===== config.mk =====
export PLATFORM = sky130hd
export DESIGN_NAME = fpcmp_unit
export DESIGN_NICKNAME = d
export VERILOG_FILES = /design/src/core/fpcmp_pkg.sv /design/src/core/fpcmp_classify.sv /design/src/core/fpcmp_unit.sv
export SDC_FILE = /design/constraint.sdc
export NUM_CORES = 1
export LEC_CHECK = 0
export ABC_AREA = 0
export ABC_CLOCK_PERIOD_IN_PS = 3900
export BUFFER_PORTS_ARGS = -buffer_cell sky130_fd_sc_hd__buf_4
export CAP_MARGIN = 20
export CORE_MARGIN = 8
export CORE_UTILIZATION = 52
export DETAILED_ROUTE_END_ITERATION = 6
export GPL_TIMING_DRIVEN = 0
export PLACE_DENSITY = 0.85
export SYNTH_ARGS = -nofsm -noshare
export SYNTH_HDL_FRONTEND = slang
export SYNTH_SLANG_ARGS = --single-unit

===== constraint.sdc =====
create_clock -name pclk -period 3.9 [get_ports pclk]
set_input_delay 0 -clock pclk [delete_from_list [all_inputs] [get_ports pclk]]
set_output_delay 0 -clock pclk [all_outputs]
set_load 0.05 [all_outputs]

===== src/core/fpcmp_pkg.sv =====
// Purpose: Shared constants and types for the ordered floating-point compare unit
// Assumes: 32-bit APB data, one aligned word per register
// Notes:   Register offsets are byte addresses
package fpcmp_pkg;

  // Register map
  localparam logic [7:0] FPCMP_OFF_STATUS = 8'h00;
  localparam logic [7:0] FPCMP_OFF_MASK   = 8'h04;
  localparam logic [7:0] FPCMP_OFF_RESULT = 8'h08;
  localparam logic [7:0] FPCMP_OFF_COUNT  = 8'h0C;

  // Status field positions
  localparam int FPCMP_BIT_UNORDERED_FLAG = 0;
  localparam int FPCMP_BIT_INVALID_OPERATION_FLAG = 1;
  localparam int FPCMP_BIT_NAN1  = 2;
  localparam int FPCMP_BIT_NAN2  = 3;
  localparam int FPCMP_BIT_DEN1  = 4;
  localparam int FPCMP_BIT_DEN2  = 5;
  localparam int FPCMP_STAT_W    = 6;

  // Reset values
  localparam logic [5:0]  FPCMP_RST_STATUS = 6'h00;
  localparam logic [5:0]  FPCMP_RST_MASK   = 6'h00;
  localparam logic [31:0] FPCMP_RST_WORD   = 32'h0000_0000;

  // Cycle counts of the two operation kinds
  localparam int FPCMP_SP_CYCLES = 1;
  localparam int FPCMP_DP_CYCLES = 2;

  // Operation code on the issue port
  typedef enum logic [1:0] {
    FPCMP_OP_SGT,
    FPCMP_OP_SLT,
    FPCMP_OP_DGT,
    FPCMP_OP_DLT
  } fpcmp_op_e;

  typedef enum logic [0:0] {
    FPCMP_ST_IDLE,
    FPCMP_ST_HIGH
  } fpcmp_state_e;

endpackage


===== src/core/fpcmp_classify.sv =====
// Purpose: Classify one IEEE operand and map it to an ordering key
// Assumes: Combinational; operand given as a 64-bit double or a single in the low word
// Notes:   Denormals fold to zero; both zeros give one key
`timescale 1ns/1ps
module fpcmp_classify
  import fpcmp_pkg::*;
(
  input  wire logic [63:0] operand,
  input  wire logic        is_double,
  output logic             is_nan,
  output logic             is_denorm,
  output logic [63:0]      order_key
);
  logic        sign;
  logic        exp_max;
  logic        exp_zero;
  logic        frac_zero;
  logic [63:0] mag;

  // Field extraction for both widths, single magnitude zero-extended in the low bits
  always_comb begin
    if (is_double) begin
      sign      = operand[63];
      exp_max   = &operand[62:52];
      exp_zero  = ~|operand[62:52];
      frac_zero = ~|operand[51:0];
      mag       = {1'b0, operand[62:0]};
    end else begin
      sign      = operand[31];
      exp_max   = &operand[30:23];
      exp_zero  = ~|operand[30:23];
      frac_zero = ~|operand[22:0];
      mag       = {33'h0_0000_0000, operand[30:0]};
    end
    is_nan    = exp_max & ~frac_zero;
    is_denorm = exp_zero & ~frac_zero;
    // Signed zero and denormals become magnitude zero
    if (exp_zero) begin
      mag = 64'h0000_0000_0000_0000;
    end
    // Monotonic key: negatives inverted, positives offset by the top bit
    if (mag == 64'h0000_0000_0000_0000) begin
      order_key = 64'h8000_0000_0000_0000;
    end else if (sign) begin
      // Negatives stay below the zero key; a larger magnitude gives a smaller key
      order_key = {1'b0, ~mag[62:0]};
    end else begin
      order_key = mag | 64'h8000_0000_0000_0000;
    end
  end
endmodule


===== src/core/fpcmp_unit.sv =====
// Purpose: Ordered greater/less compare of single and double floats
// Assumes: Issue logic holds pred and sources per stage; APB master per protocol
// Notes:   One-cycle APB answer; status set wins over write-one-clear
// Function
// RULE_01 - Write 1 if relation holds, else 0
// RULE_02 - False predicate: no result, no flags
// RULE_03 - NaN source: result 0, unordered and invalid
// RULE_04 - Touch only the compare status flags
// RULE_05 - Flag NaN or denormal per source
// RULE_06 - Double: low E1, high E2, write E2
// RULE_07 - Single: read and write in E1
// RULE_08 - Greater: +inf wins, zeros/denormals give 0
// RULE_09 - Less: -inf wins, zeros/denormals give 0
// RULE_10 - Issue only to shift units, cross path allowed
// RULE_11 - Double operand is odd/even pair, 32-bit result
// RULE_12 - Denormal compares as signed zero, flags it
`timescale 1ns/1ps
module fpcmp_unit
  import fpcmp_pkg::*;
(
  input  wire logic        pclk,
  input  wire logic        presetn,
  input  wire logic        issue_valid,
  input  wire logic [1:0]  issue_op,
  input  wire logic        issue_pred,
  input  wire logic [31:0] src1_word,
  input  wire logic [31:0] src2_word,
  output logic             unit_busy,
  output logic             dst_we,
  output logic [31:0]      dst_data,
  output logic [5:0]       status_flags,
  output logic             irq,
  input  wire logic        psel,
  input  wire logic        penable,
  input  wire logic        pwrite,
  input  wire logic [7:0]  paddr,
  input  wire logic [31:0] pwdata,
  input  wire logic [3:0]  pstrb,
  output logic [31:0]      prdata,
  output logic             pready,
  output logic             pslverr
);

  typedef struct packed {
    fpcmp_state_e state;
    logic         less;
    logic         pred;
    logic [31:0]  src1_lo;
    logic [31:0]  src2_lo;
    logic         busy;
    logic         we;
    logic [31:0]  result;
    logic [5:0]   status;
    logic [5:0]   mask;
    logic [31:0]  count;
    logic         irq;
    logic [31:0]  rdata;
    logic         ready;
    logic         err;
  } fpcmp_regs_s;

  fpcmp_regs_s r;
  fpcmp_regs_s next_r;

  logic        op_double;
  logic        op_less;
  logic        fire;
  logic        fire_pred;
  logic [63:0] opnd1;
  logic [63:0] opnd2;
  logic        cls_double;
  logic        nan1;
  logic        nan2;
  logic        den1;
  logic        den2;
  logic [63:0] key1;
  logic [63:0] key2;
  logic        cmp_less;
  logic        cmp_result;
  logic [5:0]  set_bits;
  logic        apb_acc;
  logic        mapped;

  // Operand assembly: single uses current words, double pairs high with held low
  always_comb begin
    op_double  = issue_op[1];
    op_less    = issue_op[0];
    fire       = 1'b0;
    fire_pred  = 1'b0;
    cls_double = 1'b0;
    opnd1      = {32'h0000_0000, src1_word};
    opnd2      = {32'h0000_0000, src2_word};
    cmp_less   = op_less;
    if (r.state == FPCMP_ST_HIGH) begin
      fire       = 1'b1;                                 // [RULE_06]
      fire_pred  = r.pred;
      cls_double = 1'b1;
      cmp_less   = r.less;
      opnd1      = {src1_word, r.src1_lo};               // [RULE_11]
      opnd2      = {src2_word, r.src2_lo};
    end else if (issue_valid && !op_double) begin
      fire      = 1'b1;                                  // [RULE_07]
      fire_pred = issue_pred;
    end
  end

  fpcmp_classify u_cls1 (
    .operand   (opnd1),
    .is_double (cls_double),
    .is_nan    (nan1),
    .is_denorm (den1),
    .order_key (key1)
  );

  fpcmp_classify u_cls2 (
    .operand   (opnd2),
    .is_double (cls_double),
    .is_nan    (nan2),
    .is_denorm (den2),
    .order_key (key2)
  );

  // Relation on ordering keys; denormals already folded to zero
  always_comb begin
    if (nan1 || nan2) begin
      cmp_result = 1'b0;                                 // [RULE_03]
    end else if (cmp_less) begin
      cmp_result = key1 < key2;                          // [RULE_09] [RULE_12]
    end else begin
      cmp_result = key1 > key2;                          // [RULE_08] [RULE_12]
    end
    set_bits                  = 6'h00;
    set_bits[FPCMP_BIT_UNORDERED_FLAG] = nan1 | nan2;             // [RULE_03]
    set_bits[FPCMP_BIT_INVALID_OPERATION_FLAG] = nan1 | nan2;
    set_bits[FPCMP_BIT_NAN1]  = nan1;                    // [RULE_05]
    set_bits[FPCMP_BIT_NAN2]  = nan2;
    set_bits[FPCMP_BIT_DEN1]  = den1;                    // [RULE_12]
    set_bits[FPCMP_BIT_DEN2]  = den2;
  end

  assign apb_acc = psel & penable;
  assign mapped  = (paddr == FPCMP_OFF_STATUS) || (paddr == FPCMP_OFF_MASK) ||
                   (paddr == FPCMP_OFF_RESULT) || (paddr == FPCMP_OFF_COUNT);

  // Next-state logic: sequencer, result, status, APB slave
  always_comb begin
    next_r       = r;
    next_r.we    = 1'b0;
    next_r.ready = 1'b0;
    next_r.err   = 1'b0;
    next_r.busy  = 1'b0;
    case (r.state)
      FPCMP_ST_IDLE: begin
        if (issue_valid && op_double) begin
          next_r.state   = FPCMP_ST_HIGH;                // [RULE_06]
          next_r.less    = op_less;
          next_r.pred    = issue_pred;
          next_r.src1_lo = src1_word;
          next_r.src2_lo = src2_word;
          next_r.busy    = 1'b1;
        end
      end
      FPCMP_ST_HIGH: begin
        next_r.state = FPCMP_ST_IDLE;
      end
      default: begin
        next_r.state = FPCMP_ST_IDLE;
      end
    endcase
    // Software write-one-clear, then hardware set wins
    if (apb_acc && !r.ready && pwrite && pstrb[0]) begin
      if (paddr == FPCMP_OFF_STATUS) begin
        next_r.status = r.status & ~pwdata[5:0];
      end else if (paddr == FPCMP_OFF_MASK) begin
        next_r.mask = pwdata[5:0];
      end
    end
    if (fire && fire_pred) begin                         // [RULE_02]
      next_r.we     = 1'b1;                              // [RULE_01]
      next_r.result = {31'h0000_0000, cmp_result};
      next_r.status = next_r.status | set_bits;          // [RULE_04]
      next_r.count  = r.count + 32'h0000_0001;
    end
    // APB access phase answered one cycle after it starts
    if (apb_acc && !r.ready) begin
      next_r.ready = 1'b1;
      next_r.err   = !mapped;
      next_r.rdata = 32'h0000_0000;
      if (!pwrite) begin
        case (paddr)
          FPCMP_OFF_STATUS: next_r.rdata = {26'h000_0000, r.status};
          FPCMP_OFF_MASK:   next_r.rdata = {26'h000_0000, r.mask};
          FPCMP_OFF_RESULT: next_r.rdata = r.result;
          FPCMP_OFF_COUNT:  next_r.rdata = r.count;
          default:          next_r.rdata = 32'h0000_0000;
        endcase
      end
    end
    next_r.irq = |(next_r.status & next_r.mask);
  end

  // State register
  always_ff @(posedge pclk or negedge presetn) begin
    if (!presetn) begin
      r         <= '0;
      r.state   <= FPCMP_ST_IDLE;
      r.status  <= FPCMP_RST_STATUS;
      r.mask    <= FPCMP_RST_MASK;
      r.result  <= FPCMP_RST_WORD;
      r.count   <= FPCMP_RST_WORD;
    end else begin
      r <= next_r;
    end
  end

  assign unit_busy    = r.busy;
  assign dst_we       = r.we;
  assign dst_data     = r.result;
  assign status_flags = r.status;
  assign irq          = r.irq;
  assign prdata       = r.rdata;
  assign pready       = r.ready;
  assign pslverr      = r.err;

  // Checks
  AST_SP_WRITE: assert property (@(posedge pclk) disable iff (!presetn)
    (r.state == FPCMP_ST_IDLE && issue_valid && !issue_op[1] && issue_pred)
      |=> dst_we) else $error("single compare did not write"); // [RULE_07]
  AST_DP_WRITE: assert property (@(posedge pclk) disable iff (!presetn)
    (r.state == FPCMP_ST_IDLE && issue_valid && issue_op[1] && issue_pred)
      |=> !dst_we ##1 dst_we) else $error("double compare write timing"); // [RULE_06]
  AST_PRED_NOP: assert property (@(posedge pclk) disable iff (!presetn)
    (fire && !fire_pred) |=> !dst_we && $stable(status_flags))
    else $error("false predicate changed state"); // [RULE_02]
  AST_NAN_ZERO: assert property (@(posedge pclk) disable iff (!presetn)
    (fire && fire_pred && (nan1 || nan2)) |=> dst_data == 32'h0000_0000 &&
      status_flags[FPCMP_BIT_UNORDERED_FLAG] && status_flags[FPCMP_BIT_INVALID_OPERATION_FLAG])
    else $error("nan compare wrong"); // [RULE_03]
  AST_RESULT_01: assert property (@(posedge pclk) disable iff (!presetn)
    dst_we |-> dst_data[31:1] == 31'h0000_0000)
    else $error("result not 0 or 1"); // [RULE_01]
  AST_SRC_FLAGS: assert property (@(posedge pclk) disable iff (!presetn)
    (fire && fire_pred && den1) |=> status_flags[FPCMP_BIT_DEN1])
    else $error("denormal flag missing"); // [RULE_05]
  AST_ZERO_GT: assert property (@(posedge pclk) disable iff (!presetn)
    (fire && fire_pred && key1 == key2) |=> dst_data == 32'h0000_0000)
    else $error("equal operands gave true"); // [RULE_08]
  AST_LT_POSINF: assert property (@(posedge pclk) disable iff (!presetn)
    (fire && fire_pred && cmp_less && key1 >= key2) |=> dst_data == 32'h0000_0000)
    else $error("less-than wrong"); // [RULE_09]
  AST_IRQ: assert property (@(posedge pclk) disable iff (!presetn)
    irq == |(status_flags & r.mask)) else $error("irq mismatch"); // [RULE_04]
  COV_SP: cover property (@(posedge pclk) disable iff (!presetn) dst_we && !unit_busy);
  COV_DP: cover property (@(posedge pclk) disable iff (!presetn) unit_busy ##1 dst_we);
  COV_NAN: cover property (@(posedge pclk) disable iff (!presetn)
    status_flags[FPCMP_BIT_UNORDERED_FLAG]);
  COV_IRQ: cover property (@(posedge pclk) disable iff (!presetn) irq);

endmodule

==> results_dict.tcl <==
set metrics [dict create \
    n_antenna_cell 0 \
    required_ps 4190 \
    ys_top_cells_by_area "dfrtp_1 34%, ha_1 7.5%, xnor2_1 7.1%, mux2_2 6.8%, mux2i_1 6.3%" \
    crit_buf_inv 4 \
    start_util_pct 52.4 \
    yosys.area.top_type "dfrtp_1" \
    p_leak_nw 6.64 \
    setup_ws_ps 30.3 \
    total_power_mw 4.96 \
    clkTransAtPathRegs_ps 70 \
    regToRegSetupSlack_ps 70 \
    criticalPathCategory "input port to flip-flop" \
    insertion_delay_ps 440 \
    worstSetupEndpointType "flip-flop" \
    synth_ff_type "dfrtp_1" \
    dp_hpwl_um 23600 \
    core_area_um2 20800 \
    synthToLayoutAreaGrowth_pct 28.6 \
    min_period_ps 3870 \
    maxSlewHeadroom_pct 37.6 \
    max_slew.worst_pin.slew_ps 927 \
    ant_nets 0 \
    p_comb_share_pct 28.7 \
    clock.fmax_mhz 258 \
    status "complete, no violations" \
    arrival_ps 4160 \
    clock_power_share_pct 34.3 \
    die_area_um2 25900 \
    final-hold-violation-count 0 \
    io_pins 192 \
    clockRootBuffer "clkbuf_16" \
    setup_violations 0 \
    antenna_found_initial 0 \
    cp_slowest_cell "or4_4" \
    fin_crit_sh_pct 99.2 \
    cp_cell_sequence "dlygate4sd3_1 > buf_4 > nor4_1 > nand2_1 > a21oi_4 > clkbuf_8 > clkbuf_8 > nor2_1 > ha_1 > nand4_1 > or4_4 > or4_4 > o41a_1 > o311ai_1 > o211ai_1" \
    grt_first_pass_wirelength_um 53300 \
    ys_ff_latch 148 \
    pwr-share-seq_pct 37.0 \
    fin_skew_ps 9.38 \
    synth_area_per_cell_um2 9.36 \
    synth.distinct_cells 67 \
    synthArstFlopShare_pct 100 \
    cts_buffer_depth 2 \
    max_cap_violations 0 \
    switching_share_pct 34.5 \
    path_delay_family "simple AND/OR/NAND/NOR gates" \
    synth_warnings 0 \
    worstPathMaxFanout 10 \
    grt_max_degree 97 \
    drive_gt1_share_pct 25.3 \
    post_drt_via_cell_ratio 5.84 \
    p_per_area_nw_per_um2 353 \
    numCtsBuffers 17 \
    drt_pre_antenna_iters 6 \
    grt_pass1_vias 10300 \
    grt_use_total_pct 25.5 \
    vias 10000 \
    core.rowCount 53 \
    first_iter_violations 941 \
    p_sw_mw 1.71 \
    num-nets-final 1612 \
    grt_overflow 0 \
    maxSlewViolCount 0 \
    internal-power_mw 3.25 \
    die_height_um 161 \
    routed_wl_um 33700 \
    hp-class "input port to flip-flop" \
    synth_top_cell_area_share_pct 33.9 \
    clkSinkCount 148 \
    synth-seq-area-share_pct 33.9 \
    synthCells 1166 \
    syn_area_um2 10900 \
    drc_errors 0 \
    port_buffers 129 \
    cts_tree "done" \
    wire_per_inst_um 19.6 \
    cts_htree_levels 4 \
    start_kind "input port" \
    ir_worst_vdd_v 0.000303 \
    die_width_um 161 \
    synth_edf_count 0 \
    slowest_delay_ps 590 \
    dpl_worst_slack_ps -814 \
    gp_congestion 0.939 \
]
[registers in the layout, indices dropped and copies added, names as in the netlist]
name,flops
dst_data,1
dst_we,1
irq,1
prdata,32
pready,1
pslverr,1
r,104
status_flags,6
unit_busy,1
[power by group through the flow]
stage,Combinational [mW],Clock [mW],Sequential [mW]
after floorplan,0.892,0,1.82
final,1.42,1.70,1.84
after CTS,1.35,1.72,1.83
after global placement,1.20,0,1.85
after global routing,1.54,1.78,1.85
after detailed placement,1.25,0,1.85
[tightest hold or removal path: stages]
cell and delay, ps:
buf_4 130, o21ai_0 90, a22o_1 190
[cells in the mapped netlist, types with 3 or more instances]
master	number
a211o_1	3
a211oi_1	3
a21boi_0	3
a21o_1	12
a21oi_1	25
a22o_1	33
and2_1	8
and3_1	3
and4_1	5
buf_1	21
buf_2	3
buf_4	71
clkbuf_1	34
dfrtp_1	148
ha_1	65
inv_1	7
mux2_2	66
mux2i_1	69
nand2_1	183
nand2b_1	5
nand3_1	19
nand4_1	27
nor2_1	84
nor3_1	15
nor4_1	19
o21ai_0	16
o31a_1	3
or2_2	3
or3_1	4
or4_1	5
xnor2_1	89
xor2_1	68
[metrics by stage]
stage / instance area (um2) / cells / TNS, ps / hold slack [ps] / util [%]
after floorplan: 11000 / 1196 / 0 / -296 / -
after global placement: 12300 / 1600 / -750 / 206 / 59.3
after detailed placement: 12400 / 1601 / -814 / -16.5 / 59.5
after CTS: 13900 / 1713 / 0 / 1.43 / 66.9
after global routing: 14000 / 1718 / -89.7 / 13.2 / 67.4
final: 14000 / 1718 / 0 / 8.72 / 67.4
[final timing paths]
kind	depth (start not counted)	startpoint	to
max	15	src1_word[23]	dst_data[0]$_DFFE_PN0P_
min	3	paddr[3]	prdata[2]$_DFFE_PN0P_
max reg2reg	13	unit_busy$_DFF_PN0_	dst_data[0]$_DFFE_PN0P_
min reg2reg	1	r[66]$_DFFE_PN0P_	r[66]$_DFFE_PN0P_
max in group asynchronous	3	presetn	r[35]$_DFFE_PN0P_
min in group asynchronous	2	presetn	r[150]$_DFFE_PN0P_
[layout by cell type (no fill, tap or decap), types with 6 or more instances in the layout]
cell type	instances
o21ai_0	16
ha_1	64
clkbuf_1	13
nand2_1	183
inv_1	6
nor4_1	17
a21o_1	12
buf_4	214
mux2_2	66
nor2_1	84
buf_1	14
clkbuf_16	18
clkbuf_2	11
nand4_1	27
nor3_1	15
a21oi_1	24
conb_1	31
mux2i_1	69
dfrtp_1	147
dlygate4sd3_1	76
a22o_1	33
and2_1	8
xor2_1	67
xnor2_1	88
nand3_1	19
[kinds of logic after synthesis]
| kind of cell | share of synthesized area [%] |
|---|---|
| other | 0.0344 |
| buffers and inverters | 7.15 |
| adder cells (fa/ha/maj) | 7.45 |
| AND/OR/NAND/NOR | 16.9 |
| XOR/XNOR | 12.6 |
| flip-flops | 33.9 |
| AO/OA/AOI/OAI | 8.30 |
| multiplexers | 13.6 |
[repair_timing]
| action | CTS | global route |
|---|---|---|
| buffers inserted | 4 | 6 |
| endpoints found under the hold margin | 134 | 0 |
| hold buffers | 76 | 0 |
| endpoints found under the setup margin | 1 | 1 |
| gates resized for setup | 42 | 31 |
| pin swaps | 1 | 7 |
[area by class of cell]
class	count	area, um2
multi-input combinational	912	6620
fill	1497	6790
tap	275	344
buffer	128	876
sequential	148	3700
clock inverter	15	185
clock buffer	17	425
inverter	7	30.0
timing repair buffer	216	1850
[layer usage]
metal	track usage [%]	part of all wire, %
met1	30.4	39
met2	41.5	47
met3	7.24	8.9
met4	12.6	4.6
met5	0	0
Note: power is estimated with default switching activity, not from simulation.
